===== config.mk =====
export PLATFORM = sky130hd
export DESIGN_NAME = advanced_and_general_timer
export DESIGN_NICKNAME = d
export VERILOG_FILES = /design/src/timer_pkg.sv /design/src/dead_band_unit.sv /design/src/advanced_and_general_timer.sv
export SDC_FILE = /design/constraint.sdc
export NUM_CORES = 2
export LEC_CHECK = 0
export BUFFER_PORTS_ARGS = -buffer_cell sky130_fd_sc_hd__buf_2
export CAP_MARGIN = 20
export CORE_AREA = 2 2 397 497
export DETAILED_ROUTE_END_ITERATION = 6
export DIE_AREA = 0 0 399 499
export GPL_TIMING_DRIVEN = 1
export HOLD_SLACK_MARGIN = 0.15
export PLACE_DENSITY = 0.43
export SLEW_MARGIN = 0
export SYNTH_ARGS = -nofsm -noshare
export SYNTH_HDL_FRONTEND = slang
export SYNTH_SLANG_ARGS = --single-unit

===== constraint.sdc =====
create_clock -name mclk_i -period 3.44 [get_ports mclk_i]
set_input_delay 0 -clock mclk_i [delete_from_list [all_inputs] [get_ports mclk_i]]
set_output_delay 0 -clock mclk_i [all_outputs]
set_load 0.005 [all_outputs]

===== src/timer_pkg.sv =====
// Purpose: Shared constants and types for the four-timer block
// Assumes: 32-bit APB, 256-byte window, each timer owns 64 bytes
// Notes:   Offsets are byte offsets inside one timer's window
package timer_pkg;

  // ==========================================================================
  // Structure
  localparam int NUM_TIMERS   = 4;
  localparam int ADV_INDEX    = 0;
  localparam int CH_NUM       = 4;
  localparam int PAIR_NUM     = 3;
  localparam int SYNC_W       = 21;
  localparam int EVT_W        = 6;

  // ==========================================================================
  // Register offsets inside one timer window
  localparam logic [5:0] OFS_CTRL     = 6'h00;
  localparam logic [5:0] OFS_PSC      = 6'h04;
  localparam logic [5:0] OFS_ARR      = 6'h08;
  localparam logic [5:0] OFS_CNT      = 6'h0c;
  localparam logic [5:0] OFS_CCR0     = 6'h10;
  localparam logic [5:0] OFS_CCR1     = 6'h14;
  localparam logic [5:0] OFS_CCR2     = 6'h18;
  localparam logic [5:0] OFS_CCR3     = 6'h1c;
  localparam logic [5:0] OFS_CCMODE   = 6'h20;
  localparam logic [5:0] OFS_DEADTIME = 6'h24;
  localparam logic [5:0] OFS_IDLE     = 6'h28;
  localparam logic [5:0] OFS_STATUS   = 6'h30;
  localparam logic [5:0] OFS_MASK     = 6'h34;

  // ==========================================================================
  // Control register fields
  localparam int CTRL_EN        = 0;
  localparam int CTRL_DIR_LSB   = 1;
  localparam int CTRL_SLAVE_LSB = 3;
  localparam int CTRL_TRIG_SEL  = 5;
  localparam int CTRL_FREEZE    = 6;
  localparam int CTRL_DMA_UPD   = 7;
  localparam int CTRL_DMA_CC    = 8;
  localparam int CTRL_MOE       = 12;
  localparam int CTRL_BRK_POL   = 13;
  localparam int CTRL_BRK_EN    = 14;

  // Channel mode nibble: mode in bits 1:0, then polarity, then output enable
  localparam int CCM_POL        = 2;
  localparam int CCM_OE         = 3;

  // Event and status bit positions
  localparam int EVT_UPD        = 0;
  localparam int EVT_CC_LSB     = 1;
  localparam int EVT_BRK        = 5;

  // ==========================================================================
  // Reset values
  localparam logic [15:0] CTRL_RST = 16'h0000;
  localparam logic [15:0] PSC_RST  = 16'h0000;
  localparam logic [15:0] ARR_RST  = 16'hffff;
  localparam logic [15:0] CCR_RST  = 16'h0000;
  localparam logic [15:0] CCM_RST  = 16'h0000;
  localparam logic [7:0]  DT_RST   = 8'h00;
  localparam logic [5:0]  IDLE_RST = 6'h00;

  // ==========================================================================
  // Modes
  typedef enum logic [1:0] {DIR_UP, DIR_DOWN, DIR_CENTRE, DIR_SPARE} dir_mode_type;
  typedef enum logic [1:0] {SLV_FREE, SLV_TRIG_START, SLV_GATED, SLV_EXT_CLOCK} slave_mode_type;
  typedef enum logic [1:0] {CC_OFF, CC_PWM, CC_CAP_RISE, CC_CAP_FALL} cc_mode_type;

endpackage : timer_pkg


===== src/dead_band_unit.sv =====
// Purpose: Complementary output pair with dead band from one PWM reference
// Assumes: Reference comes from logic on the same clock
// Notes:   A dead time of zero gives plain complementary outputs
`timescale 1ns/100ps
`default_nettype none
module dead_band_unit (
  // Clock and reset
  input  wire logic       mclk_i,
  input  wire logic       nrst_i,
  // Reference and delay
  input  wire logic       ref_i,
  input  wire logic [7:0] dead_i,
  // Pair outputs
  output logic            main_o,
  output logic            comp_o
);

  logic [7:0] dly_cnt_ff;
  logic       ref_d_ff;
  logic       settled;

  // ==========================================================================
  // Delay counter, restarted on every reference edge
  always_ff @(posedge mclk_i or negedge nrst_i) begin
    if (!nrst_i) begin
      dly_cnt_ff <= 8'h00;
      ref_d_ff   <= 1'b0;
    end else begin
      ref_d_ff <= ref_i;
      if (ref_i != ref_d_ff) begin
        dly_cnt_ff <= 8'h01;
      end else if (dly_cnt_ff != 8'hff) begin
        dly_cnt_ff <= dly_cnt_ff + 8'h01;
      end
    end
  end

  // Both outputs stay low until the delay has run out after an edge
  assign settled = (ref_i != ref_d_ff) ? (dead_i == 8'h00) : (dly_cnt_ff >= dead_i);

  always_ff @(posedge mclk_i or negedge nrst_i) begin
    if (!nrst_i) begin
      main_o <= 1'b0;
      comp_o <= 1'b0;
    end else begin
      main_o <= ref_i & settled; // RQ5
      comp_o <= ~ref_i & settled; // RQ5
    end
  end

endmodule : dead_band_unit
`default_nettype wire


===== src/advanced_and_general_timer.sv =====
// Purpose: One advanced and three general 16-bit timers behind an APB slave
// Assumes: All pins asynchronous to mclk_i; debug halt comes from core logic
// Notes:   Timer 0 is the advanced timer; chain input of timer n is trgo of n-1, and timer 0 takes trgo of timer 3
// Notes on behaviour
// [RQ1] Every timer has a 16-bit counter counting up, down or centre-aligned.
// [RQ2] Prescaler divides the counter clock by any integer from 1 to 65536.
// [RQ3] General timers have one trigger input and four plain channel pins.
// [RQ4] Advanced timer has trigger, break, three pairs and one single channel.
// [RQ5] Advanced pairs are complementary with programmable dead band between them.
// [RQ6] Advanced timer offers everything a general timer offers.
// [RQ7] PWM duty runs the full range from 0 to 100 percent.
// [RQ8] Debug halt with freeze stops the counter and disables advanced outputs.
// [RQ9] Timers synchronise and chain: one trigger output starts or clocks another.
// [RQ10] Each timer raises its own DMA request on update and channel events.
// [RQ11] Active break input forces advanced outputs to their configured idle state.
`timescale 1ns/100ps
`default_nettype none
module advanced_and_general_timer (
  // Clock and reset
  input  wire logic        mclk_i,
  input  wire logic        nrst_i,
  // APB slave
  input  wire logic        psel_i,
  input  wire logic        penable_i,
  input  wire logic        pwrite_i,
  input  wire logic [7:0]  paddr_i,
  input  wire logic [31:0] pwdata_i,
  output logic      [31:0] prdata_o,
  output logic             pready_o,
  output logic             pslverr_o,
  // Timer pins, channel k of timer t at index 4*t+k
  input  wire logic [3:0]  etr_i,
  input  wire logic        brk_i,
  input  wire logic [15:0] ch_i,
  output logic      [15:0] ch_o,
  output logic      [15:0] ch_oe_o,
  output logic      [2:0]  chn_o,
  // System
  input  wire logic        dbg_halt_i,
  output logic      [3:0]  trgo_o,
  output logic      [3:0]  dma_req_o,
  output logic             irq_o
);

  localparam int NT  = timer_pkg::NUM_TIMERS;
  localparam int ADV = timer_pkg::ADV_INDEX;

  // ==========================================================================
  // Pin synchronisers
  logic [timer_pkg::SYNC_W-1:0] sync1_ff;
  logic [timer_pkg::SYNC_W-1:0] sync2_ff;
  logic [3:0]                   etr_s;
  logic [15:0]                  ch_s;
  logic                         brk_s;

  always_ff @(posedge mclk_i or negedge nrst_i) begin
    if (!nrst_i) begin
      sync1_ff <= '0;
      sync2_ff <= '0;
    end else begin
      sync1_ff <= {brk_i, ch_i, etr_i};
      sync2_ff <= sync1_ff;
    end
  end

  assign etr_s = sync2_ff[3:0];
  assign ch_s  = sync2_ff[19:4];
  assign brk_s = sync2_ff[20];

  // ==========================================================================
  // APB decode; zero wait states
  logic [1:0]  sel_tmr;
  logic [5:0]  sel_ofs;
  logic        reg_ok;
  logic        acc;
  logic        wr_acc;
  logic        rd_acc;
  logic        setup;
  logic [31:0] prdata_ff;
  logic [31:0] rd_word [NT];
  logic [NT-1:0] irq_src;
  logic [NT-1:0] trgo_w;
  logic        irq_ff;

  assign sel_tmr = paddr_i[7:6];
  assign sel_ofs = paddr_i[5:0];

  always_comb begin
    case (sel_ofs)
      timer_pkg::OFS_CTRL, timer_pkg::OFS_PSC, timer_pkg::OFS_ARR, timer_pkg::OFS_CNT,
      timer_pkg::OFS_CCR0, timer_pkg::OFS_CCR1, timer_pkg::OFS_CCR2, timer_pkg::OFS_CCR3,
      timer_pkg::OFS_CCMODE, timer_pkg::OFS_DEADTIME, timer_pkg::OFS_IDLE,
      timer_pkg::OFS_STATUS, timer_pkg::OFS_MASK: reg_ok = 1'b1;
      default: reg_ok = 1'b0;
    endcase
  end

  assign acc       = psel_i & penable_i;
  assign wr_acc    = acc & pwrite_i & reg_ok;
  assign rd_acc    = acc & ~pwrite_i & reg_ok;
  assign setup     = psel_i & ~penable_i;
  assign pready_o  = 1'b1;
  assign pslverr_o = acc & ~reg_ok;
  assign prdata_o  = prdata_ff;
  assign irq_o     = irq_ff;

  // Read data is caught in the setup cycle; status clear uses this same value
  always_ff @(posedge mclk_i or negedge nrst_i) begin
    if (!nrst_i) begin
      prdata_ff <= 32'h0000_0000;
    end else if (setup) begin
      prdata_ff <= (!pwrite_i && reg_ok) ? rd_word[sel_tmr] : 32'h0000_0000;
    end
  end

  always_ff @(posedge mclk_i or negedge nrst_i) begin
    if (!nrst_i) begin
      irq_ff <= 1'b0;
    end else begin
      irq_ff <= |irq_src;
    end
  end

  // ==========================================================================
  // Timers
  for (genvar t = 0; t < NT; t++) begin : g_tmr
    logic [15:0] ctrl_ff;
    logic [15:0] psc_ff;
    logic [15:0] arr_ff;
    logic [15:0] cnt_ff;
    logic [15:0] psc_cnt_ff;
    logic [15:0] ccm_ff;
    logic [15:0] ccr_ff [timer_pkg::CH_NUM];
    logic [7:0]  dt_ff;
    logic [5:0]  idle_ff;
    logic [5:0]  status_ff;
    logic [5:0]  mask_ff;
    logic        up_ff;
    logic        run_ff;
    logic        trig_d_ff;
    logic        trgo_ff;
    logic        dma_ff;
    logic [3:0]  cap_d_ff;
    logic [3:0]  out_ff;
    logic [3:0]  oe_ff;
    logic [2:0]  comp_ff;
    logic        wr_t;
    logic        trig;
    logic        trig_rise;
    logic        frozen;
    logic        run_ok;
    logic        presc_step;
    logic        count_en;
    logic        tick;
    logic        upd;
    logic        nxt_up;
    logic [15:0] nxt_cnt;
    logic        brk_now;
    logic        out_en;
    logic [3:0]  cap_s;
    logic [3:0]  cap_evt;
    logic [3:0]  cmp_evt;
    logic [3:0]  ref_w;
    logic [3:0]  main_w;
    logic [2:0]  comp_w;
    logic [5:0]  evt;
    logic [31:0] rd_t;

    assign wr_t  = wr_acc & (sel_tmr == 2'(t));
    assign cap_s = ch_s[4*t +: 4];
    assign trig  = ctrl_ff[timer_pkg::CTRL_TRIG_SEL] ? trgo_w[(t + NT - 1) % NT] : etr_s[t]; // RQ9
    assign trig_rise = trig & ~trig_d_ff;
    assign frozen    = dbg_halt_i & ctrl_ff[timer_pkg::CTRL_FREEZE]; // RQ8

    // Configuration registers; break clears main output enable after any write
    always_ff @(posedge mclk_i or negedge nrst_i) begin
      if (!nrst_i) begin
        ctrl_ff <= timer_pkg::CTRL_RST;
        psc_ff  <= timer_pkg::PSC_RST;
        arr_ff  <= timer_pkg::ARR_RST;
        ccm_ff  <= timer_pkg::CCM_RST;
        dt_ff   <= timer_pkg::DT_RST;
        idle_ff <= timer_pkg::IDLE_RST;
        mask_ff <= 6'h00;
      end else begin
        if (wr_t) begin
          case (sel_ofs)
            timer_pkg::OFS_CTRL:     ctrl_ff <= pwdata_i[15:0];
            timer_pkg::OFS_PSC:      psc_ff  <= pwdata_i[15:0];
            timer_pkg::OFS_ARR:      arr_ff  <= pwdata_i[15:0];
            timer_pkg::OFS_CCMODE:   ccm_ff  <= pwdata_i[15:0];
            timer_pkg::OFS_DEADTIME: dt_ff   <= pwdata_i[7:0];
            timer_pkg::OFS_IDLE:     idle_ff <= pwdata_i[5:0];
            timer_pkg::OFS_MASK:     mask_ff <= pwdata_i[5:0];
            default: ;
          endcase
        end
        if (brk_now) ctrl_ff[timer_pkg::CTRL_MOE] <= 1'b0; // RQ11
      end
    end

    // Slave modes: free, start on trigger, gated, clocked by trigger edges
    always_comb begin
      presc_step = 1'b1;
      case (timer_pkg::slave_mode_type'(ctrl_ff[timer_pkg::CTRL_SLAVE_LSB +: 2]))
        timer_pkg::SLV_FREE:       run_ok = 1'b1;
        timer_pkg::SLV_TRIG_START: run_ok = run_ff; // RQ9
        timer_pkg::SLV_GATED:      run_ok = trig; // RQ9
        timer_pkg::SLV_EXT_CLOCK: begin
          run_ok     = 1'b1;
          presc_step = trig_rise; // RQ9
        end
        default:                   run_ok = 1'b1;
      endcase
      count_en = ctrl_ff[timer_pkg::CTRL_EN] & ~frozen & run_ok; // RQ8
    end

    // Prescaler ratio is psc_ff + 1, so 1 to 65536
    assign tick = count_en & presc_step & (psc_cnt_ff >= psc_ff); // RQ2

    always_ff @(posedge mclk_i or negedge nrst_i) begin
      if (!nrst_i) begin
        psc_cnt_ff <= 16'h0000;
        run_ff     <= 1'b0;
        trig_d_ff  <= 1'b0;
      end else begin
        trig_d_ff <= trig;
        if (count_en && presc_step) begin
          psc_cnt_ff <= (psc_cnt_ff >= psc_ff) ? 16'h0000 : psc_cnt_ff + 16'h0001; // RQ2
        end
        if (!ctrl_ff[timer_pkg::CTRL_EN]) run_ff <= 1'b0;
        else if (trig_rise) run_ff <= 1'b1;
      end
    end

    always_comb begin
      nxt_cnt = cnt_ff;
      nxt_up  = up_ff;
      upd     = 1'b0;
      if (tick) begin
        case (timer_pkg::dir_mode_type'(ctrl_ff[timer_pkg::CTRL_DIR_LSB +: 2]))
          timer_pkg::DIR_DOWN: begin
            upd     = (cnt_ff == 16'h0000); // RQ1
            nxt_cnt = upd ? arr_ff : cnt_ff - 16'h0001;
          end
          timer_pkg::DIR_CENTRE: begin
            if (up_ff) begin
              if (cnt_ff >= arr_ff) begin
                upd     = 1'b1; // RQ1
                nxt_up  = 1'b0;
                nxt_cnt = (arr_ff == 16'h0000) ? 16'h0000 : cnt_ff - 16'h0001;
              end else begin
                nxt_cnt = cnt_ff + 16'h0001;
              end
            end else if (cnt_ff == 16'h0000) begin
              upd     = 1'b1;
              nxt_up  = 1'b1;
              nxt_cnt = (arr_ff == 16'h0000) ? 16'h0000 : 16'h0001;
            end else begin
              nxt_cnt = cnt_ff - 16'h0001;
            end
          end
          default: begin
            upd     = (cnt_ff >= arr_ff); // RQ1
            nxt_cnt = upd ? 16'h0000 : cnt_ff + 16'h0001;
          end
        endcase
      end
    end

    always_ff @(posedge mclk_i or negedge nrst_i) begin
      if (!nrst_i) begin
        cnt_ff <= 16'h0000;
        up_ff  <= 1'b1;
      end else begin
        up_ff <= nxt_up;
        if (wr_t && sel_ofs == timer_pkg::OFS_CNT) cnt_ff <= pwdata_i[15:0];
        else cnt_ff <= nxt_cnt; // RQ1
      end
    end

    always_comb begin
      for (int c = 0; c < timer_pkg::CH_NUM; c++) begin
        case (timer_pkg::cc_mode_type'(ccm_ff[4*c +: 2]))
          timer_pkg::CC_CAP_RISE: cap_evt[c] = cap_s[c] & ~cap_d_ff[c];
          timer_pkg::CC_CAP_FALL: cap_evt[c] = ~cap_s[c] & cap_d_ff[c];
          default:                cap_evt[c] = 1'b0;
        endcase
        cmp_evt[c] = (timer_pkg::cc_mode_type'(ccm_ff[4*c +: 2]) == timer_pkg::CC_PWM) &
                     tick & (cnt_ff == ccr_ff[c]);
        // Compare zero gives 0 %, compare above reload gives 100 %
        ref_w[c] = (timer_pkg::cc_mode_type'(ccm_ff[4*c +: 2]) == timer_pkg::CC_PWM) &
                   ((cnt_ff < ccr_ff[c]) ^ ccm_ff[4*c + timer_pkg::CCM_POL]); // RQ7
      end
    end

    // Capture wins over a software write in the same cycle
    always_ff @(posedge mclk_i or negedge nrst_i) begin
      if (!nrst_i) begin
        for (int c = 0; c < timer_pkg::CH_NUM; c++) ccr_ff[c] <= timer_pkg::CCR_RST;
        cap_d_ff <= 4'h0;
      end else begin
        cap_d_ff <= cap_s;
        for (int c = 0; c < timer_pkg::CH_NUM; c++) begin
          if (cap_evt[c]) begin
            ccr_ff[c] <= cnt_ff; // RQ3
          end else if (wr_t && sel_ofs == timer_pkg::OFS_CCR0 + 6'(4*c)) begin
            ccr_ff[c] <= pwdata_i[15:0];
          end
        end
      end
    end

    // Dead band only on the advanced timer's first three channels
    for (genvar c = 0; c < timer_pkg::CH_NUM; c++) begin : g_ch
      if (t == ADV && c < timer_pkg::PAIR_NUM) begin : g_pair
        dead_band_unit u_dead (
          .mclk_i (mclk_i),
          .nrst_i (nrst_i),
          .ref_i  (ref_w[c]),
          .dead_i (dt_ff),
          .main_o (main_w[c]),
          .comp_o (comp_w[c])
        ); // RQ5
      end else begin : g_single
        assign main_w[c] = ref_w[c];
      end
    end
    if (t != ADV) begin : g_no_comp
      assign comp_w = 3'h0;
    end

    assign brk_now = (t == ADV) & ctrl_ff[timer_pkg::CTRL_BRK_EN] &
                     (brk_s == ctrl_ff[timer_pkg::CTRL_BRK_POL]); // RQ11
    // General timers keep driving while frozen; only the advanced one is gated
    assign out_en = (t != ADV) |
                    (ctrl_ff[timer_pkg::CTRL_MOE] & ~frozen & ~brk_now); // RQ8 RQ11
    assign evt = {brk_now & ctrl_ff[timer_pkg::CTRL_MOE], cap_evt | cmp_evt, upd};

    always_ff @(posedge mclk_i or negedge nrst_i) begin
      if (!nrst_i) begin
        out_ff  <= 4'h0;
        oe_ff   <= 4'h0;
        comp_ff <= 3'h0;
        trgo_ff <= 1'b0;
        dma_ff  <= 1'b0;
      end else begin
        for (int c = 0; c < timer_pkg::CH_NUM; c++) begin
          out_ff[c] <= out_en ? main_w[c] : idle_ff[c]; // RQ6
          oe_ff[c]  <= ccm_ff[4*c + timer_pkg::CCM_OE] &
                       (timer_pkg::cc_mode_type'(ccm_ff[4*c +: 2]) == timer_pkg::CC_PWM); // RQ4
        end
        comp_ff <= out_en ? comp_w : idle_ff[5:3]; // RQ11
        trgo_ff <= upd; // RQ9
        dma_ff  <= (upd & ctrl_ff[timer_pkg::CTRL_DMA_UPD]) |
                   (|((cap_evt | cmp_evt) & ctrl_ff[timer_pkg::CTRL_DMA_CC +: 4])); // RQ10
      end
    end

    // Sticky status; a read clears only the bits it returned, so events win
    always_ff @(posedge mclk_i or negedge nrst_i) begin
      if (!nrst_i) begin
        status_ff <= 6'h00;
      end else if (rd_acc && sel_tmr == 2'(t) && sel_ofs == timer_pkg::OFS_STATUS) begin
        status_ff <= evt | (status_ff & ~prdata_ff[5:0]);
      end else begin
        status_ff <= status_ff | evt;
      end
    end

    always_comb begin
      case (sel_ofs)
        timer_pkg::OFS_CTRL:     rd_t = {16'h0000, ctrl_ff};
        timer_pkg::OFS_PSC:      rd_t = {16'h0000, psc_ff};
        timer_pkg::OFS_ARR:      rd_t = {16'h0000, arr_ff};
        timer_pkg::OFS_CNT:      rd_t = {16'h0000, cnt_ff};
        timer_pkg::OFS_CCR0:     rd_t = {16'h0000, ccr_ff[0]};
        timer_pkg::OFS_CCR1:     rd_t = {16'h0000, ccr_ff[1]};
        timer_pkg::OFS_CCR2:     rd_t = {16'h0000, ccr_ff[2]};
        timer_pkg::OFS_CCR3:     rd_t = {16'h0000, ccr_ff[3]};
        timer_pkg::OFS_CCMODE:   rd_t = {16'h0000, ccm_ff};
        timer_pkg::OFS_DEADTIME: rd_t = {24'h000000, dt_ff};
        timer_pkg::OFS_IDLE:     rd_t = {26'h0000000, idle_ff};
        timer_pkg::OFS_STATUS:   rd_t = {26'h0000000, status_ff};
        timer_pkg::OFS_MASK:     rd_t = {26'h0000000, mask_ff};
        default:                 rd_t = 32'h0000_0000;
      endcase
    end

    assign rd_word[t]        = rd_t;
    assign irq_src[t]        = |(status_ff & mask_ff);
    assign trgo_w[t]         = trgo_ff;
    assign trgo_o[t]         = trgo_ff;
    assign dma_req_o[t]      = dma_ff;
    assign ch_o[4*t +: 4]    = out_ff; // RQ3
    assign ch_oe_o[4*t +: 4] = oe_ff;
    if (t == ADV) begin : g_comp_out
      assign chn_o = comp_ff; // RQ4
    end
  end

endmodule : advanced_and_general_timer
`default_nettype wire


== After elaboration in Yosys (flattened, before gate mapping) ==
Memory sizes are Yosys's and may differ from the RTL's.
Index checks and enable logic that the tools add are counted.
Storage, ports and cells
  bits in registers: 923
  bits in latches: 0
  memory bits (writable): 0
  ROM bits: 64
  bits of input ports: 67
  logic and storage cells: 783
  memories: 1
Operators by class
  add/subtract/negate cells: 15
  $mul: 0
  divide/modulo/power cells: 0
  magnitude comparators: 28
  eq/ne operators: 110
  shifts and indexed selects: 0
  multiplexer cells: 169
  bitwise gates (word level): 238
  reductions and logical operators: 116
Memory list
  (no name shown): words 64, width 1, rd ports 1, clocked after Yosys merged registers in 0, write ports 0, RTL line advanced_and_general_timer.sv:89  | case (sel_ofs)
Operators with widths (count)
  16-bit two-way mux: 68
  16-bit case mux with 13 select lines: 4
  16-bit == test: 16
  16-bit less-than comparator: 16
  1-bit AND: 145
  16-bit by 1-bit adder with 16-bit output (second input constant): 8
  16-bit >= comparator: 8
  16-bit zero test: 8
  16-bit case mux with 2 select lines: 4
  32-bit two-way mux: 3
  2-bit == test (second input constant): 46
  2-bit AND reduction: 33
  32-bit binary-select mux with 2-bit select: 1
  16-bit by 1-bit subtractor with 16-bit output (second input constant): 4
  1-bit two-way mux: 52
  2-bit by 1-bit == test with 1-bit output (second input constant): 25
  2-bit nonzero test: 25
  6-bit AND: 8
  8-bit two-way mux: 6
  1-bit inverter: 47
  1-bit case mux with 2 select lines: 20
  1-bit logical AND: 33
  6-bit == test (second input constant): 5
  13-bit two-way mux: 2
  other kinds (29): 89

== Depth between registers and ports, before layout ==
  word-level depth: 12
  depth in mapped cells: 12

== By module ==
A second synthesis with hierarchy kept.
Second synthesis, totals
  cells, all modules: 6636
  area total of the unflattened synthesis: 58478.6 um^2
Modules (own cells, without submodules)
  advanced_and_general_timer: instances 1, cells each 6408, area each 56312.8 um^2, sequential area each 21956.1 um^2
  dead_band_unit: instances 3, cells each 76, area each 721.9 um^2, sequential area each 275.3 um^2

== Worst setup path before layout ==
No wires, ideal clock.
  path kind: reg2reg
  from: reg g_tmr[1].cnt_ff[0]
  to: reg g_tmr[1].cnt_ff[4]
  arrival: 2863 ps
  data required time: 3311 ps
  path slack: 448 ps
  stages on the path, launching flop included: 13
  period minus slack after synthesis: 2992 ps
  cell sequence: dfrtp_1 > clkbuf_1 > clkinv_1 > ha_1 > nor2b_1 > o21ai_0 > a21oi_1 > o32ai_2 > clkbuf_1 > clkbuf_1 > o21ai_0 > o2111ai_1 > nand3_1
Between the ends
  longest elaborated chain between the ends: 7
  elaborated cells on any way between the ends: 13
  those cells by class: add/sub (2); order compare (1); mux (9); reduce/logical (1)
RTL lines
  from (decl): RTL line advanced_and_general_timer.sv:130  | logic [15:0] cnt_ff;
  from (signal assigned): RTL line advanced_and_general_timer.sv:277  | if (wr_t && sel_ofs == timer_pkg::OFS_CNT) cnt_ff <= pwdata_i[15:0];
  from (signal assigned): RTL line advanced_and_general_timer.sv:278  | else cnt_ff <= nxt_cnt;
  16-bit by 1-bit subtractor with 16-bit output: RTL line advanced_and_general_timer.sv:244, advanced_and_general_timer.sv:251, advanced_and_general_timer.sv:260
  16-bit two-way mux: RTL line advanced_and_general_timer.sv:251  | nxt_cnt = (arr_ff == 16'h0000) ? 16'h0000 : cnt_ff - 16'h0001;
  16-bit two-way mux: RTL line advanced_and_general_timer.sv:248  | if (cnt_ff >= arr_ff) begin
  16-bit two-way mux: RTL line advanced_and_general_timer.sv:247  | if (up_ff) begin
  16-bit case mux with 2 select lines *: RTL line advanced_and_general_timer.sv:241  | case (timer_pkg::dir_mode_type'(ctrl_ff[timer_pkg::CTRL_DIR_LSB +: 2]))
  16-bit two-way mux *: RTL line advanced_and_general_timer.sv:240  | if (tick) begin
  16-bit two-way mux *: RTL line advanced_and_general_timer.sv:277
Every way passes the cells marked *; elsewhere a longest branch is shown, timed or not. The select of a mux whose other input is x is not followed.
A chain may end at the register's enable or synchronous reset.

== Final worst setup path ==
  from: in paddr_i[0]
  to: reg prdata_ff[15] (netlist: prdata_o[15])
Between the ends
  longest elaborated chain between the ends: 6
  elaborated cells on any way between the ends: 23
  those cells by class: eq/ne (12); mux (8); reduce/logical (2); memory (1)
RTL lines
  from (decl): RTL line advanced_and_general_timer.sv:26  | input wire logic [7:0] paddr_i,
  6-bit == test (tied with other cells): RTL line advanced_and_general_timer.sv:372  | case (sel_ofs)
  16-bit case mux with 13 select lines: RTL line advanced_and_general_timer.sv:372
  32-bit binary-select mux with 2-bit select: RTL line advanced_and_general_timer.sv:112  | prdata_ff <= (!pwrite_i && reg_ok) ? rd_word[sel_tmr] : 32'h0000_0000;
  32-bit two-way mux (implied by the code) (2 in series): RTL line advanced_and_general_timer.sv:112
  32-bit two-way mux *: RTL line advanced_and_general_timer.sv:112
  to (signal assigned): RTL line advanced_and_general_timer.sv:112
  to (decl): RTL line advanced_and_general_timer.sv:79  | logic [31:0] prdata_ff;
Marked as above.

==> qor.txt <==
most frequent cells in the layout - dfrtp_1 (839), nand2_1 (613), nor2_1 (595)
crit path buf inv count - 5
H-tree levels - 3
ranking of synthesized cells by area - dfrtp_1 (36%), ha_1 (9.6%), nor2_1 (4.0%)
net load switching power - 0.00735 W
cell family with most CP delay - buffers and inverters
max_cap viols - 0
sequential element share of the synthesized area - 39.3%
clk_lat worst skew - 0.78 ns
HPWL after detailed placement - 190 mm
vias in the first global route - 52400
pin count of the biggest net entering global routing - 108
Core Rows - 181
worst hold path type - primary input to register
Worst EP arrival - 4.12 ns
worst slack at placement - 0.0729 ns
Worst-path clk slew - 0.07 ns
Pint - 0.0193 W
final total power - 0.0266 W
Pwr Density - 390 nW/um^2
Worst path slowest cell - nor2_4
Core ar. - 194000 um^2
CP Class - primary input to register
total track usage - 26.1%
Synth top area share - 36.2%
CTS root buf - clkbuf_16
worst-path maximum fanout - 18
CTS buffer count - 106
die span in y - 499 um
static leakage - 32.7 nW
Area Overhead vs Synth - 17.6%
final number of hold-violating endpoints - 0
register area - 22800 um^2
crit path launch type - primary input
Residual DRC - 0
Crit path largest cell delay - 0.92 ns
share of post-route cells with drive strength above 1 - 15.4%
IO Count - 145
initial core utilization - 29.9%
Rel. slew slack - 22.4%
Final Critical Period - 3.41 ns
fin. max-slew vios - 0
die footprint - 199000 um^2
cell repeated most along the worst path - dlygate4sd3_1
most common flop cell mapped by yosys - dfrtp_1
total number of vias - 53100
die width - 399 um
setup TNS - 0 ns
run status - finished clean
CTS tree - done
Total Nets Final - 7335
Synth Instances - 6563
combinational group share of total power - 9.7%
Layout Skew - 0.0406 ns
# port buffers - 111
RePlAce Congestion - 0.925
multi-input logic area - 31900 um^2
cell accounting for the most synthesized area - dfrtp_1
number of distinct library cells after synthesis - 90
commonest non-fill, non-tap cell in the layout - dfrtp_1
WL/cell - 27.8 um
global-route wire length before repair - 383 mm
Initial DRC Count - 5090
antenna-violating nets left - 0
clock tree sinks - 907
initial antenna violation count - 13
# setup viols final - 0
Levels on crit path - 11
worst hold stages - 6
Syn Area/Cell - 8.84 um^2
Final period util - 99.2%
Final Worst Setup Slack - 0.0282 ns
RSZ-0062 raised after global routing - false
Post-synth EDFFs - 0
critical path endpoint category - register
post-synthesis async set-or-reset flop share - 100%
Max rail drop VDD - 0.000389 V
yosys warns - 0
max frequency - 0.293 GHz
clock buffer depth - 3
synthesized area - 58000 um^2
critical path cell sequence - dlygate4sd3_1 -> buf_2 -> or4_1 -> nor2_4 -> buf_12 -> a222oi_1 -> buf_4 -> a31oi_1 -> nor4_2 -> o21ai_0 -> dlygate4sd3_1
Placed Cells - 9203
fin cells - 9479
drt via density - 5.60
required time of the critical path - 4.15 ns
FF-to-FF setup slack - 0.09 ns
sequential power share - 43.0%
clock power share - 47.3%
# Post-CTS Setup Buffers - 0
Sw Ratio - 27.6%
R2R depth - 10
routed wire length - 263 mm
Filler cells - 20100
drt pass-1 iters - 7
Fin Hold WS - 0.269 ns
Slew @ Worst Pin - 1.16 ns
total gr overflow - 0
#FFs+latches synth - 907
[state kept, by name, indices dropped and copies added, names as in the netlist, 16 cells and up]
name                                 count
g_tmr.status_ff                         24
sync1_ff                                21
g_tmr.oe_ff                             16
g_tmr.idle_ff                           24
g_tmr.ctrl_ff                           64
g_tmr.psc_ff                            64
g_tmr.cnt_ff                            64
g_tmr.cap_d_ff                          16
g_tmr.mask_ff                           24
sync2_ff                                21
prdata_o                                16
g_tmr.ccr_ff                           256
g_tmr.psc_cnt_ff                        64
g_tmr.arr_ff                            64
g_tmr.g_ch.g_pair.u_dead.dly_cnt_ff     24
g_tmr.ccm_ff                            64
g_tmr.out_ff                            16
g_tmr.dt_ff                             32
[power by group through the flow]
stage	sequential (W)	clock (W)	combinational, W
2_1_floorplan	0.0115	0	0.00141
3_3_place_gp	0.0116	0	0.00247
3_5_place_dp	0.0116	0	0.00250
4_1_cts	0.0114	0.0129	0.00259
5_1_grt	0.0115	0.0133	0.00286
6_report	0.0115	0.0126	0.00259
[Yosys cell counts, types with 48 or more instances]
cell type,count
a21o_1,106
dfrtp_1,839
nor2b_1,52
nor2_1,614
nor4_1,48
a222oi_1,97
o211ai_1,50
nand3_1,170
and3_1,74
xor2_1,90
o21ai_0,456
xnor2_1,67
nor3_1,65
a221oi_1,99
clkbuf_1,388
a22oi_1,65
nand2_1,613
mux2i_1,186
nand4_1,115
inv_1,461
a31oi_1,108
dfstp_2,68
mux2_2,184
ha_1,447
a21oi_1,455
o21a_1,58
[final timing paths]
check | start | endpoint
worst max-delay path | paddr_i[0] | prdata_o[15]
worst min-delay path | paddr_i[1] | g_tmr[2].psc_ff[0]
worst max register to register | g_tmr[0].psc_ff[13] | g_tmr[0].dma_ff
worst min register to register | sync1_ff[5] | sync2_ff[5]
max in group asynchronous | nrst_i | g_tmr[0].g_ch[0].g_pair.u_dead.main_o
min in group asynchronous | nrst_i | g_tmr[1].arr_ff[11]
[tightest hold or removal path, delay by kind of cell]
family / cells / cell delay, ns
buffers and inverters: 2 / 0.35
muxes: 1 / 0.22
and+or+nand+nor: 3 / 0.42
[through the flow]
stage               util, %  instance area [um^2]
finish                 35.1                 68200
global route           35.1                 68200
CTS                    35.1                 68200
detailed placement     32.8                 63700
global placement       32.8                 63700
floorplan                 -                 58100
[metal layers]
| layer | vias to the layer above | GRT usage (%) | routed length (um) |
|---|---|---|---|
| li1 | 24100 | - | - |
| met2 | 1959 | 43.6 | 125000 |
| met3 | 508 | 3.16 | 15200 |
| met5 | - | 0 | 26 |
| met4 | 4 | 12.8 | 14400 |
| met1 | 26500 | 33.2 | 108000 |
[logic make-up after synthesis]
group / after synthesis / share of synthesized area [%]
muxes: 376 / 7.01
and+or+nand+nor: 1957 / 15.7
buffers and inverters: 932 / 6.25
xor gates and xnor gates: 157 / 2.37
DFF: 907 / 39.3
other: 2 / 0.0129
AOI/OAI and AO/OA: 1785 / 19.8
adders and majority gates: 447 / 9.64
[final cells by class]
type	instances	share of cell area (%)
sequential	907	33.4
tap	2562	4.70
inverter	467	2.57
antenna	5	0.0183
clock buffer	134	4.41
timing repair buffer	600	7.05
clock inverter	65	1.17
multi-input combinational	4739	46.7
[timing repair]
| action | CTS | global route |
|---|---|---|
| endpoints found under the hold margin | 1427 | 0 |
| gates resized for setup | 0 | 2 |
| setup endpoints to repair | 0 | 2 |
| hold buffers | 72 | 0 |
No activity file was read; power rests on OpenSTA's default activity.
